File: config.mk
export PLATFORM = sky130hd
export DESIGN_NAME = supervisor_timing_core
export DESIGN_NICKNAME = d
export VERILOG_FILES = /design/src/include/supervisor_pkg.sv /design/src/rtl/tick_divider.sv /design/src/rtl/supervisor_timing_core.sv
export SDC_FILE = /design/constraint.sdc
export NUM_CORES = 1
export LEC_CHECK = 0
export ABC_AREA = 0
export ABC_CLOCK_PERIOD_IN_PS = 4100
export BUFFER_PORTS_ARGS = -buffer_cell sky130_fd_sc_hd__buf_2
export CAP_MARGIN = 20
export CORE_MARGIN = 2
export CORE_UTILIZATION = 35
export DETAILED_ROUTE_END_ITERATION = 12
export PLACE_DENSITY = 0.48
export SLEW_MARGIN = 20
export SYNTH_ARGS = -nofsm -noshare
export SYNTH_HDL_FRONTEND = slang
export SYNTH_HIERARCHICAL = 1
export SYNTH_SLANG_ARGS = --single-unit
File: constraint.sdc
create_clock -name mclk -period 4.1 [get_ports mclk]
set_input_delay 0.82 -clock mclk [delete_from_list [all_inputs] [get_ports mclk]]
set_output_delay 0.82 -clock mclk [all_outputs]
set_load 0.02 [all_outputs]
File: src/include/supervisor_pkg.sv
// constants, register map and types of the supervisor timing core
// Overview of operation
// - ready within 12 ms with self-test
// - ready within 2 ms without self-test
// - bus accepts traffic right after self-test
// - timestamp restarts on pin edge, 50us steps
// - monitoring active within 10 us of run
// - other faults raise interrupt within 25 us
// - other faults raise reset within 25 us
// - fast faults reach outputs within 650/750 ns
// - 3-bit code selects reset hold time
// - debounce programmable from 0.1 to 102.4 us
package supervisor_pkg;
    localparam int CLK_PERIOD_NS = 10;
    localparam int NS_PER_US = 1000;
    // printed limits
    localparam int READY_BIST_MS = 12;
    localparam int READY_NBIST_MS = 2;
    localparam int SELFTEST_MAX_MS = 10;
    localparam int BUS_AFTER_TEST_US = 0;
    localparam int SEQ_LSB_US = 50;
    localparam int SEQ_RANGE_S = 4;
    localparam int MON_ACT_MAX_US = 10;
    localparam int OTHER_FAULT_MAX_US = 25;
    localparam int FAST_1X_MAX_NS = 650;
    localparam int FAST_4X_MAX_NS = 750;
    localparam int DEB_STEP_NS = 100;
    localparam int DEB_MAX_NS = 102400;
    // chosen phase lengths; load alone fits the 2 ms ready limit, load plus test the 12 ms one
    localparam int LOAD_US = 1000;
    localparam int TEST_US = 9000;
    localparam int LOAD_CYCLES = LOAD_US * NS_PER_US / CLK_PERIOD_NS;
    localparam int TEST_CYCLES = TEST_US * NS_PER_US / CLK_PERIOD_NS;
    localparam int SEQ_LSB_CYCLES = SEQ_LSB_US * NS_PER_US / CLK_PERIOD_NS;
    localparam int SEQ_MAX = SEQ_RANGE_S * 1000000 / SEQ_LSB_US;
    localparam int DEB_STEP_CYCLES = DEB_STEP_NS / CLK_PERIOD_NS;
    localparam int DEB_CODES = DEB_MAX_NS / DEB_STEP_NS;
    localparam int HOLD_UNIT_CYCLES = NS_PER_US / CLK_PERIOD_NS;
    localparam int CNT_W = 24;
    localparam int SEQ_W = 17;
    localparam int HOLD_W = 18;
    localparam int DEB_W = 10;
    localparam int CHANNELS = 8;
    // register byte addresses
    localparam logic [5:0] ADDR_CTRL = 6'h00;
    localparam logic [5:0] ADDR_DEBOUNCE = 6'h04;
    localparam logic [5:0] ADDR_STATUS = 6'h08;
    localparam logic [5:0] ADDR_MASK = 6'h0C;
    localparam logic [5:0] ADDR_STAMP = 6'h10;
    localparam logic [5:0] ADDR_STATE = 6'h14;
    // control fields
    localparam int CTRL_DELAY_LSB = 0;
    localparam int CTRL_SDTEST_BIT = 4;
    localparam logic [2:0] DELAY_RST = 3'h0;
    localparam logic SDTEST_RST = 1'b0;
    localparam logic [DEB_W-1:0] DEB_RST = 10'h003;
    // status and mask layout
    localparam int STATUS_W = 4;
    localparam int ST_READY = 0;
    localparam int ST_FAST = 1;
    localparam int ST_OTHER = 2;
    localparam int ST_STAMP = 3;
    localparam logic [STATUS_W-1:0] MASK_RST = 4'h6;
    typedef enum logic [4:0] {
        S_LOAD = 5'b00001,
        S_TEST = 5'b00010,
        S_IDLE = 5'b00100,
        S_ACTIVE = 5'b01000,
        S_SDTEST = 5'b10000
    } boot_state_t;
    // hold time in microsecond units per delay code
    function automatic logic [HOLD_W-1:0] hold_units(input logic [2:0] code);
        case (code)
            3'h0: hold_units = 18'h000C8;
            3'h1: hold_units = 18'h003E8;
            3'h2: hold_units = 18'h02710;
            3'h3: hold_units = 18'h03E80;
            3'h4: hold_units = 18'h04E20;
            3'h5: hold_units = 18'h11170;
            3'h6: hold_units = 18'h186A0;
            default: hold_units = 18'h30D40;
        endcase
    endfunction
endpackage

File: src/rtl/tick_divider.sv
// divider giving a one-cycle enable pulse every DIV clocks
`timescale 1ns/100ps
module tick_divider #(
    parameter int DIV = 10
) (
    input wire logic mclk, // system clock
    input wire logic resetn, // async reset, active low
    input wire logic clear, // restart the period
    output logic tick // one-cycle pulse
);
    logic [23:0] cnt;
    logic [23:0] next_cnt;
    logic next_tick;

    always_comb begin
        next_cnt = cnt + 24'h000001;
        next_tick = 1'b0;
        if (clear) begin
            next_cnt = 24'h000000;
        end else if (cnt == 24'(DIV - 1)) begin
            next_cnt = 24'h000000;
            next_tick = 1'b1;
        end
    end

    always_ff @(posedge mclk or negedge resetn) begin
        if (!resetn) begin
            cnt <= 24'h000000;
            tick <= 1'b0;
        end else begin
            cnt <= next_cnt;
            tick <= next_tick;
        end
    end
endmodule

File: src/rtl/supervisor_timing_core.sv
// boot sequencing, fault timing, reset hold and registers of the supervisor
//
// Chosen here: register access over Avalon-MM and the placing of the registers.
`timescale 1ns/100ps
module supervisor_timing_core
    import supervisor_pkg::*;
#(
    parameter int LOAD_CYC = LOAD_CYCLES,
    parameter int TEST_CYC = TEST_CYCLES,
    parameter int SEQ_LSB_CYC = SEQ_LSB_CYCLES,
    parameter int HOLD_UNIT_CYC = HOLD_UNIT_CYCLES
) (
    input wire logic mclk, // system clock, 100 MHz
    input wire logic resetn, // power-on reset, active low
    input wire logic [5:0] avs_address, // byte address
    input wire logic avs_read, // read request
    input wire logic avs_write, // write request
    input wire logic [31:0] avs_writedata, // write data
    input wire logic [3:0] avs_byteenable, // byte lanes
    output logic [31:0] avs_readdata, // read data
    output logic avs_waitrequest, // stall
    input wire logic selftest_on_powerup, // strap: run self-test at boot
    input wire logic run_request_pin, // run request
    input wire logic sleep_pin, // sleep request
    input wire logic [CHANNELS-1:0] fast_fault_in, // comparator trips
    input wire logic other_fault_in, // non-threshold fault
    input wire logic fault_interrupt_out_in, // pin level readback
    output logic fault_interrupt_out_o, // pin output value
    output logic fault_interrupt_out_oe_n, // low while pulled down
    input wire logic supervisor_reset_out_in, // pin level readback
    output logic supervisor_reset_out_o, // pin output value
    output logic supervisor_reset_out_oe_n, // low while pulled down
    output logic irq, // level interrupt
    output logic ready, // boot finished
    output logic monitor_active // monitoring running
);
    boot_state_t state;
    boot_state_t next_state;
    logic [CNT_W-1:0] cnt;
    logic [CNT_W-1:0] next_cnt;
    logic strap;
    logic next_strap;
    logic next_ready;
    logic next_monitor;
    logic run_prev;
    logic sleep_prev;
    logic run_rise;
    logic run_fall;
    logic pin_edge;
    logic deb_tick;
    logic seq_tick;
    logic hold_tick;

    // control registers
    logic [2:0] delay_code;
    logic [2:0] next_delay_code;
    logic sdtest_en;
    logic next_sdtest_en;
    logic [DEB_W-1:0] deb_code;
    logic [DEB_W-1:0] next_deb_code;
    logic [STATUS_W-1:0] status;
    logic [STATUS_W-1:0] next_status;
    logic [STATUS_W-1:0] mask;
    logic [STATUS_W-1:0] next_mask;
    logic next_irq;

    // bus
    logic req;
    logic accept;
    logic next_wait;
    logic [31:0] next_rdata;
    logic [31:0] rmux;

    // faults and reset
    logic [CHANNELS-1:0] fast_flt;
    logic other_q;
    logic next_other;
    logic rst_cond;
    logic rst_active;
    logic next_rst_active;
    logic [HOLD_W-1:0] hold_cnt;
    logic [HOLD_W-1:0] next_hold_cnt;

    // timestamp
    logic [SEQ_W-1:0] stamp;
    logic [SEQ_W-1:0] next_stamp;
    logic stamp_run;
    logic next_stamp_run;
    logic stamp_sat;

    assign run_rise = run_request_pin & ~run_prev;
    assign run_fall = ~run_request_pin & run_prev;
    assign pin_edge = (run_request_pin ^ run_prev) | (sleep_pin ^ sleep_prev);
    assign req = avs_read | avs_write;
    assign accept = req & ~avs_waitrequest;

    tick_divider #(.DIV(DEB_STEP_CYCLES)) u_deb_div (
        .mclk(mclk),
        .resetn(resetn),
        .clear(1'b0),
        .tick(deb_tick)
    );

    tick_divider #(.DIV(SEQ_LSB_CYC)) u_seq_div (
        .mclk(mclk),
        .resetn(resetn),
        .clear(pin_edge),
        .tick(seq_tick)
    );

    // hold period starts counting when the reset cause clears
    tick_divider #(.DIV(HOLD_UNIT_CYC)) u_hold_div (
        .mclk(mclk),
        .resetn(resetn),
        .clear(rst_cond),
        .tick(hold_tick)
    );

    // boot and run sequencing
    always_comb begin
        next_state = state;
        next_cnt = cnt + 24'h000001;
        next_strap = strap;
        case (state)
            S_LOAD: begin
                // strap caught after reset release
                if (cnt == 24'h000000) begin
                    next_strap = selftest_on_powerup;
                end
                if (cnt == 24'(LOAD_CYC - 1)) begin
                    next_cnt = 24'h000000;
                    next_state = strap ? S_TEST : S_IDLE;
                end
            end
            S_TEST: begin
                if (cnt == 24'(TEST_CYC - 1)) begin
                    next_cnt = 24'h000000;
                    next_state = S_IDLE;
                end
            end
            S_IDLE: begin
                next_cnt = 24'h000000;
                if (run_rise) begin
                    next_state = S_ACTIVE;
                end
            end
            S_ACTIVE: begin
                next_cnt = 24'h000000;
                if (run_fall) begin
                    next_state = sdtest_en ? S_SDTEST : S_IDLE;
                end
            end
            S_SDTEST: begin
                if (cnt == 24'(TEST_CYC - 1)) begin
                    next_cnt = 24'h000000;
                    next_state = S_IDLE;
                end
            end
            default: begin
                next_cnt = 24'h000000;
                next_state = S_LOAD;
            end
        endcase
        next_ready = (next_state == S_IDLE) | (next_state == S_ACTIVE);
        next_monitor = (next_state == S_ACTIVE);
    end

    always_ff @(posedge mclk or negedge resetn) begin
        if (!resetn) begin
            state <= S_LOAD;
            cnt <= 24'h000000;
            strap <= 1'b0;
            ready <= 1'b0;
            monitor_active <= 1'b0;
            run_prev <= 1'b0;
            sleep_prev <= 1'b0;
        end else begin
            state <= next_state;
            cnt <= next_cnt;
            strap <= next_strap;
            ready <= next_ready;
            monitor_active <= next_monitor;
            run_prev <= run_request_pin;
            sleep_prev <= sleep_pin;
        end
    end

    // per-channel debounce: a trip must persist deb_code+1 steps of 0.1 us
    generate
        for (genvar ch = 0; ch < CHANNELS; ch++) begin : g_deb
            logic [DEB_W-1:0] dcnt;
            logic [DEB_W-1:0] next_dcnt;
            logic next_flt;

            always_comb begin
                next_dcnt = dcnt;
                next_flt = fast_flt[ch];
                if (!monitor_active || !fast_fault_in[ch]) begin
                    next_dcnt = '0;
                    next_flt = 1'b0;
                end else if (deb_tick && !fast_flt[ch]) begin
                    if (dcnt == deb_code) begin
                        next_flt = 1'b1;
                    end else begin
                        next_dcnt = dcnt + 10'h001;
                    end
                end
            end

            always_ff @(posedge mclk or negedge resetn) begin
                if (!resetn) begin
                    dcnt <= '0;
                    fast_flt[ch] <= 1'b0;
                end else begin
                    dcnt <= next_dcnt;
                    fast_flt[ch] <= next_flt;
                end
            end
        end
    endgenerate

    // reset output with hold after the cause clears
    assign rst_cond = ~ready | (|fast_flt) | other_q;

    always_comb begin
        next_other = other_fault_in & ready;
        next_hold_cnt = hold_cnt;
        next_rst_active = rst_active;
        if (rst_cond) begin
            next_hold_cnt = '0;
            next_rst_active = 1'b1;
        end else if (rst_active && hold_tick) begin
            if (hold_cnt == hold_units(delay_code) - 18'h00001) begin
                next_rst_active = 1'b0;
                next_hold_cnt = '0;
            end else begin
                next_hold_cnt = hold_cnt + 18'h00001;
            end
        end
    end

    always_ff @(posedge mclk or negedge resetn) begin
        if (!resetn) begin
            other_q <= 1'b0;
            hold_cnt <= '0;
            rst_active <= 1'b1;
            supervisor_reset_out_o <= 1'b0;
            supervisor_reset_out_oe_n <= 1'b0;
        end else begin
            other_q <= next_other;
            hold_cnt <= next_hold_cnt;
            rst_active <= next_rst_active;
            supervisor_reset_out_o <= 1'b0;
            supervisor_reset_out_oe_n <= ~next_rst_active;
        end
    end

    // sequence timestamp, saturates at the range end
    assign stamp_sat = stamp_run & seq_tick & (stamp == 17'(SEQ_MAX - 1));

    always_comb begin
        next_stamp = stamp;
        next_stamp_run = stamp_run;
        if (pin_edge) begin
            next_stamp = '0;
            next_stamp_run = 1'b1;
        end else if (stamp_run && seq_tick) begin
            next_stamp = stamp + 17'h00001;
            if (stamp == 17'(SEQ_MAX - 1)) begin
                next_stamp_run = 1'b0;
            end
        end
    end

    always_ff @(posedge mclk or negedge resetn) begin
        if (!resetn) begin
            stamp <= '0;
            stamp_run <= 1'b0;
        end else begin
            stamp <= next_stamp;
            stamp_run <= next_stamp_run;
        end
    end

    // register read mux; unmapped addresses read zero
    always_comb begin
        rmux = 32'h00000000;
        case (avs_address)
            ADDR_CTRL: begin
                rmux[CTRL_DELAY_LSB +: 3] = delay_code;
                rmux[CTRL_SDTEST_BIT] = sdtest_en;
            end
            ADDR_DEBOUNCE: rmux[DEB_W-1:0] = deb_code;
            ADDR_STATUS: rmux[STATUS_W-1:0] = status;
            ADDR_MASK: rmux[STATUS_W-1:0] = mask;
            ADDR_STAMP: rmux[SEQ_W-1:0] = stamp;
            ADDR_STATE: rmux[11:0] = {fault_interrupt_out_in, supervisor_reset_out_in,
                rst_active, monitor_active, ready, strap, 1'b0, state};
            default: rmux = 32'h00000000;
        endcase
    end

    // bus slave and register updates
    always_comb begin
        // stalls until the core is ready; answers one cycle after a request
        next_wait = 1'b1;
        if (!accept && req && avs_waitrequest && ready) begin
            next_wait = 1'b0;
        end
        next_rdata = avs_readdata;
        if (!next_wait) begin
            next_rdata = rmux;
        end
        next_delay_code = delay_code;
        next_sdtest_en = sdtest_en;
        next_deb_code = deb_code;
        next_mask = mask;
        next_status = status;
        if (accept && avs_write) begin
            if (avs_address == ADDR_CTRL && avs_byteenable[0]) begin
                next_delay_code = avs_writedata[CTRL_DELAY_LSB +: 3];
                next_sdtest_en = avs_writedata[CTRL_SDTEST_BIT];
            end
            if (avs_address == ADDR_DEBOUNCE) begin
                if (avs_byteenable[0]) begin
                    next_deb_code[7:0] = avs_writedata[7:0];
                end
                if (avs_byteenable[1]) begin
                    next_deb_code[9:8] = avs_writedata[9:8];
                end
            end
            if (avs_address == ADDR_MASK && avs_byteenable[0]) begin
                next_mask = avs_writedata[STATUS_W-1:0];
            end
        end
        if (accept && avs_read && avs_address == ADDR_STATUS) begin
            next_status = '0;
        end
        // new events win over the read-clear in the same cycle
        next_status[ST_READY] = next_status[ST_READY] | (next_ready & ~ready);
        next_status[ST_FAST] = next_status[ST_FAST] | (|fast_flt);
        next_status[ST_OTHER] = next_status[ST_OTHER] | other_q;
        next_status[ST_STAMP] = next_status[ST_STAMP] | stamp_sat;
        next_irq = |(next_status & next_mask);
    end

    always_ff @(posedge mclk or negedge resetn) begin
        if (!resetn) begin
            avs_waitrequest <= 1'b1;
            avs_readdata <= 32'h00000000;
            delay_code <= DELAY_RST;
            sdtest_en <= SDTEST_RST;
            deb_code <= DEB_RST;
            mask <= MASK_RST;
            status <= '0;
            irq <= 1'b0;
            fault_interrupt_out_o <= 1'b0;
            fault_interrupt_out_oe_n <= 1'b1;
        end else begin
            avs_waitrequest <= next_wait;
            avs_readdata <= next_rdata;
            delay_code <= next_delay_code;
            sdtest_en <= next_sdtest_en;
            deb_code <= next_deb_code;
            mask <= next_mask;
            status <= next_status;
            irq <= next_irq;
            fault_interrupt_out_o <= 1'b0;
            fault_interrupt_out_oe_n <= ~next_irq;
        end
    end
endmodule

==> results.ini <==
[outcome]
status=completed

[cells_and_area]
layoutNonFillerInstCount=2261
antennaDiodeCount=0
design.final.nets=1731
layout.cell_area.non_filler_um2=17200
drive_above_1_share_pct=11.6
final.fill_count=4290
area_delta_synth_final_pct=12.4

[power]
report.power.total_uw=6260
pwr_density_cell_nw_per_um2=364
total_leakage_power_uw=0.00758
maximum_vdd_drop_mv=0.230

[die]
die-area_um2=45400
die_y_um=213
initial_utilization_pct=35.5
ios=100
design.core.area_um2=43100
die_x_um=213
floorplan.rows=76

[detailed_routing]
vias=11600
postRouteAntennaNets=0
firstDrtPassIters=5
drt_first_iter_violations=754
via_per_inst=5.13
drt_drc_violations_left=0
wl_per_cell_um=16.6
finalWirelength_um=37400

[timing]
final_hold_violation_count=0
setup-violations-final=0
setup_repair_after_global_routing_missed_its_margin=false
fmax_mhz=375
period_needed_ns=2.67
timing.final.max_slew_violations=0
final.setup_skew_ns=0.0211
fin_crit_sh_pct=65.1
timing.max_slew.rel_slack_pct=31.7
least_margin_pin_slew_ns=1.02
setup-tns-final_ns=0

[worst_setup_path]
startpoint_types=input port
cp.arrival_ns=3.09
critPathBufInv=1
timing_worst_setup_path_type=input port to flip-flop
crit_required_ns=4.52
critical-path-top-delay-family=simple AND/OR/NAND/NOR gates
worstSetupEndpointType=flip-flop
crit_path_max_fanout=8
timing.critical_path.cells=buf_2, or4_1, nor2_1, and2_1, nor2b_1, mux2_2
critPathSlowestCell=or4_1
critical-path-max-stage-delay_ns=0.65

[cts]
htree_num_levels=2
clk_root_buffer_cell=clkbuf_16
worst_skew_pair_later_pin_latency_ns=0.54
cts_sinks=278
post_cts_setup_bufs=0
cts_tree=done
clk_path_buf_depth=3
cts_inserted_buffers=36
cts_resized=0
hold_buffers=0
clk_pin_slew_worst_paths_ns=0.05

[yosys]
synth.largest_area_cell=dfrtp_1
mappedNetlistArea_um2=15300
area_share_of_the_largest_cell_type_after_synthesis_pct=44.2
count_of_flip_flops_with_a_built_in_enable_after_synthesis=0
synth.top_cells.by_area=dfrtp_1 44%, xor2_1 11%, nor2_1 5.3%
synth_cell_type_count=82
syn-mean-instance-area_um2=9.43
ys.warnings.count=6
most_frequent_cell_after_synthesis=dfrtp_1
synth-seq-area-share_pct=45.5
ys_async_sr_fraction_pct=100
synth_top_flop_cell=dfrtp_1
postSynthRegisterBits=278
post_synth_most_frequent_cells=270 x dfrtp_1, 215 x nor2_1, 190 x xor2_1
synthCells=1622

[global_route]
grt_max_degree=88
grt_first_pass_wirelength_um=61300
groute.usage.overall_pct=17.0
initial_antenna_violation_count=0
globalRoute.totalOverflow=0
first_global_vias=11300

[place]
place_hpwl_um=25100
portBuffers=58
placedInstanceArea_um2=16100
finalWeightedCongestion=0.794
dpl.cell_count=2200

[min_path]
min_path_type=input port to asynchronous set/reset pin

[run]
number_of_violations_of_the_max_capacitance_limit=0

==> power breakdown <==
part | switching, µW | internal (µW) | leakage [µW]
combinational | 189 | 109 | 0.00320
sequential | 75.5 | 2800 | 0.00380
clock | 1200 | 1880 | 0.000566
total | 1470 | 4790 | 0.00758
==> metrics by stage <==
step	utilization [%]	worst slack, ns	hold WS [ns]
after global routing	39.9	1.22	0.354
after global placement	37.3	0.928	0.462
final	39.9	1.43	0.306
after CTS	39.9	1.32	0.319
after detailed placement	37.3	0.921	0.471
after floorplan	-	1.62	0.440
==> state kept, by name, indices dropped and copies added, names as in the netlist, 3 cells and up <==
| register | flops |
|---|---|
| g_deb.dcnt | 80 |
| cnt | 24 |
| u_deb_div/cnt | 24 |
| u_hold_div/cnt | 24 |
| u_seq_div/cnt | 24 |
| hold_cnt | 18 |
| avs_readdata | 17 |
| stamp | 17 |
| deb_code | 10 |
| fast_flt | 8 |
| state | 5 |
| mask | 4 |
| status | 4 |
| delay_code | 3 |
==> cell families (layout without fill, tap and decap cells) <==
| group | count (synthesis) | after routing | synth area share, % |
|---|---|---|---|
| compound gates | 184 | 184 | 7.64 |
| simple gates | 717 | 717 | 24.5 |
| buf+inv | 149 | 182 | 4.46 |
| fa+ha+maj | 18 | 18 | 1.47 |
| flops | 278 | 278 | 45.5 |
| other cells | 1 | 22 | 0.0245 |
| mux | 39 | 39 | 2.90 |
| xor+xnor | 236 | 236 | 13.5 |
==> path summary, 6_finish.rpt <==
check	startpoint	slack, ns	depth (start not counted)	endpoint
worst max-delay path	avs_address[1]	1.43	6	deb_code[7]
min in group mclk	sleep_pin	0.43	1	sleep_prev
worst min register to register	avs_readdata[1]	0.48	1	avs_readdata[1]
worst min-delay path	resetn	0.31	1	hold_cnt[7]
worst max register to register	fast_flt[0]	1.45	6	u_hold_div/cnt[23]
max in group asynchronous	resetn	2.66	2	u_deb_div/cnt[18]
==> metal layers <==
layer  wire, µm  track usage (%)
met5          0                0
met4        722             4.17
met3       1560             3.62
met2      16600             26.2
met1      18600             24.2
==> cell type report <==
cell class / count / area [µm²] / area share, %
clock buffers: 52 / 1040 / 6.06
clock inverters: 9 / 98.8 / 0.575
inverters: 45 / 169 / 0.982
multi-input cells: 1216 / 7730 / 45.0
flip-flops and latches: 278 / 6970 / 40.5
well taps: 585 / 732 / 4.26
repair buffers: 76 / 460 / 2.68
==> placed cells by master (no fill, tap or decap), types with 11 or more instances in the layout <==
cell,Yosys,routed
or3_1,26,26
mux2_2,32,32
o21ai_0,53,53
dfrtp_1,270,270
and4_1,11,11
nand4_1,84,84
xor2_1,190,190
nand2_1,115,115
xnor2_1,46,46
conb_1,1,22
and3_1,37,37
buf_2,24,57
ha_1,18,18
or4_1,11,11
nor4_1,44,44
buf_4,22,16
a21oi_1,48,48
nand3_1,75,75
nor3_1,35,35
nor2_1,215,215
inv_1,44,44
clkbuf_16,0,37
Note: power is estimated with default switching activity, not from simulation.
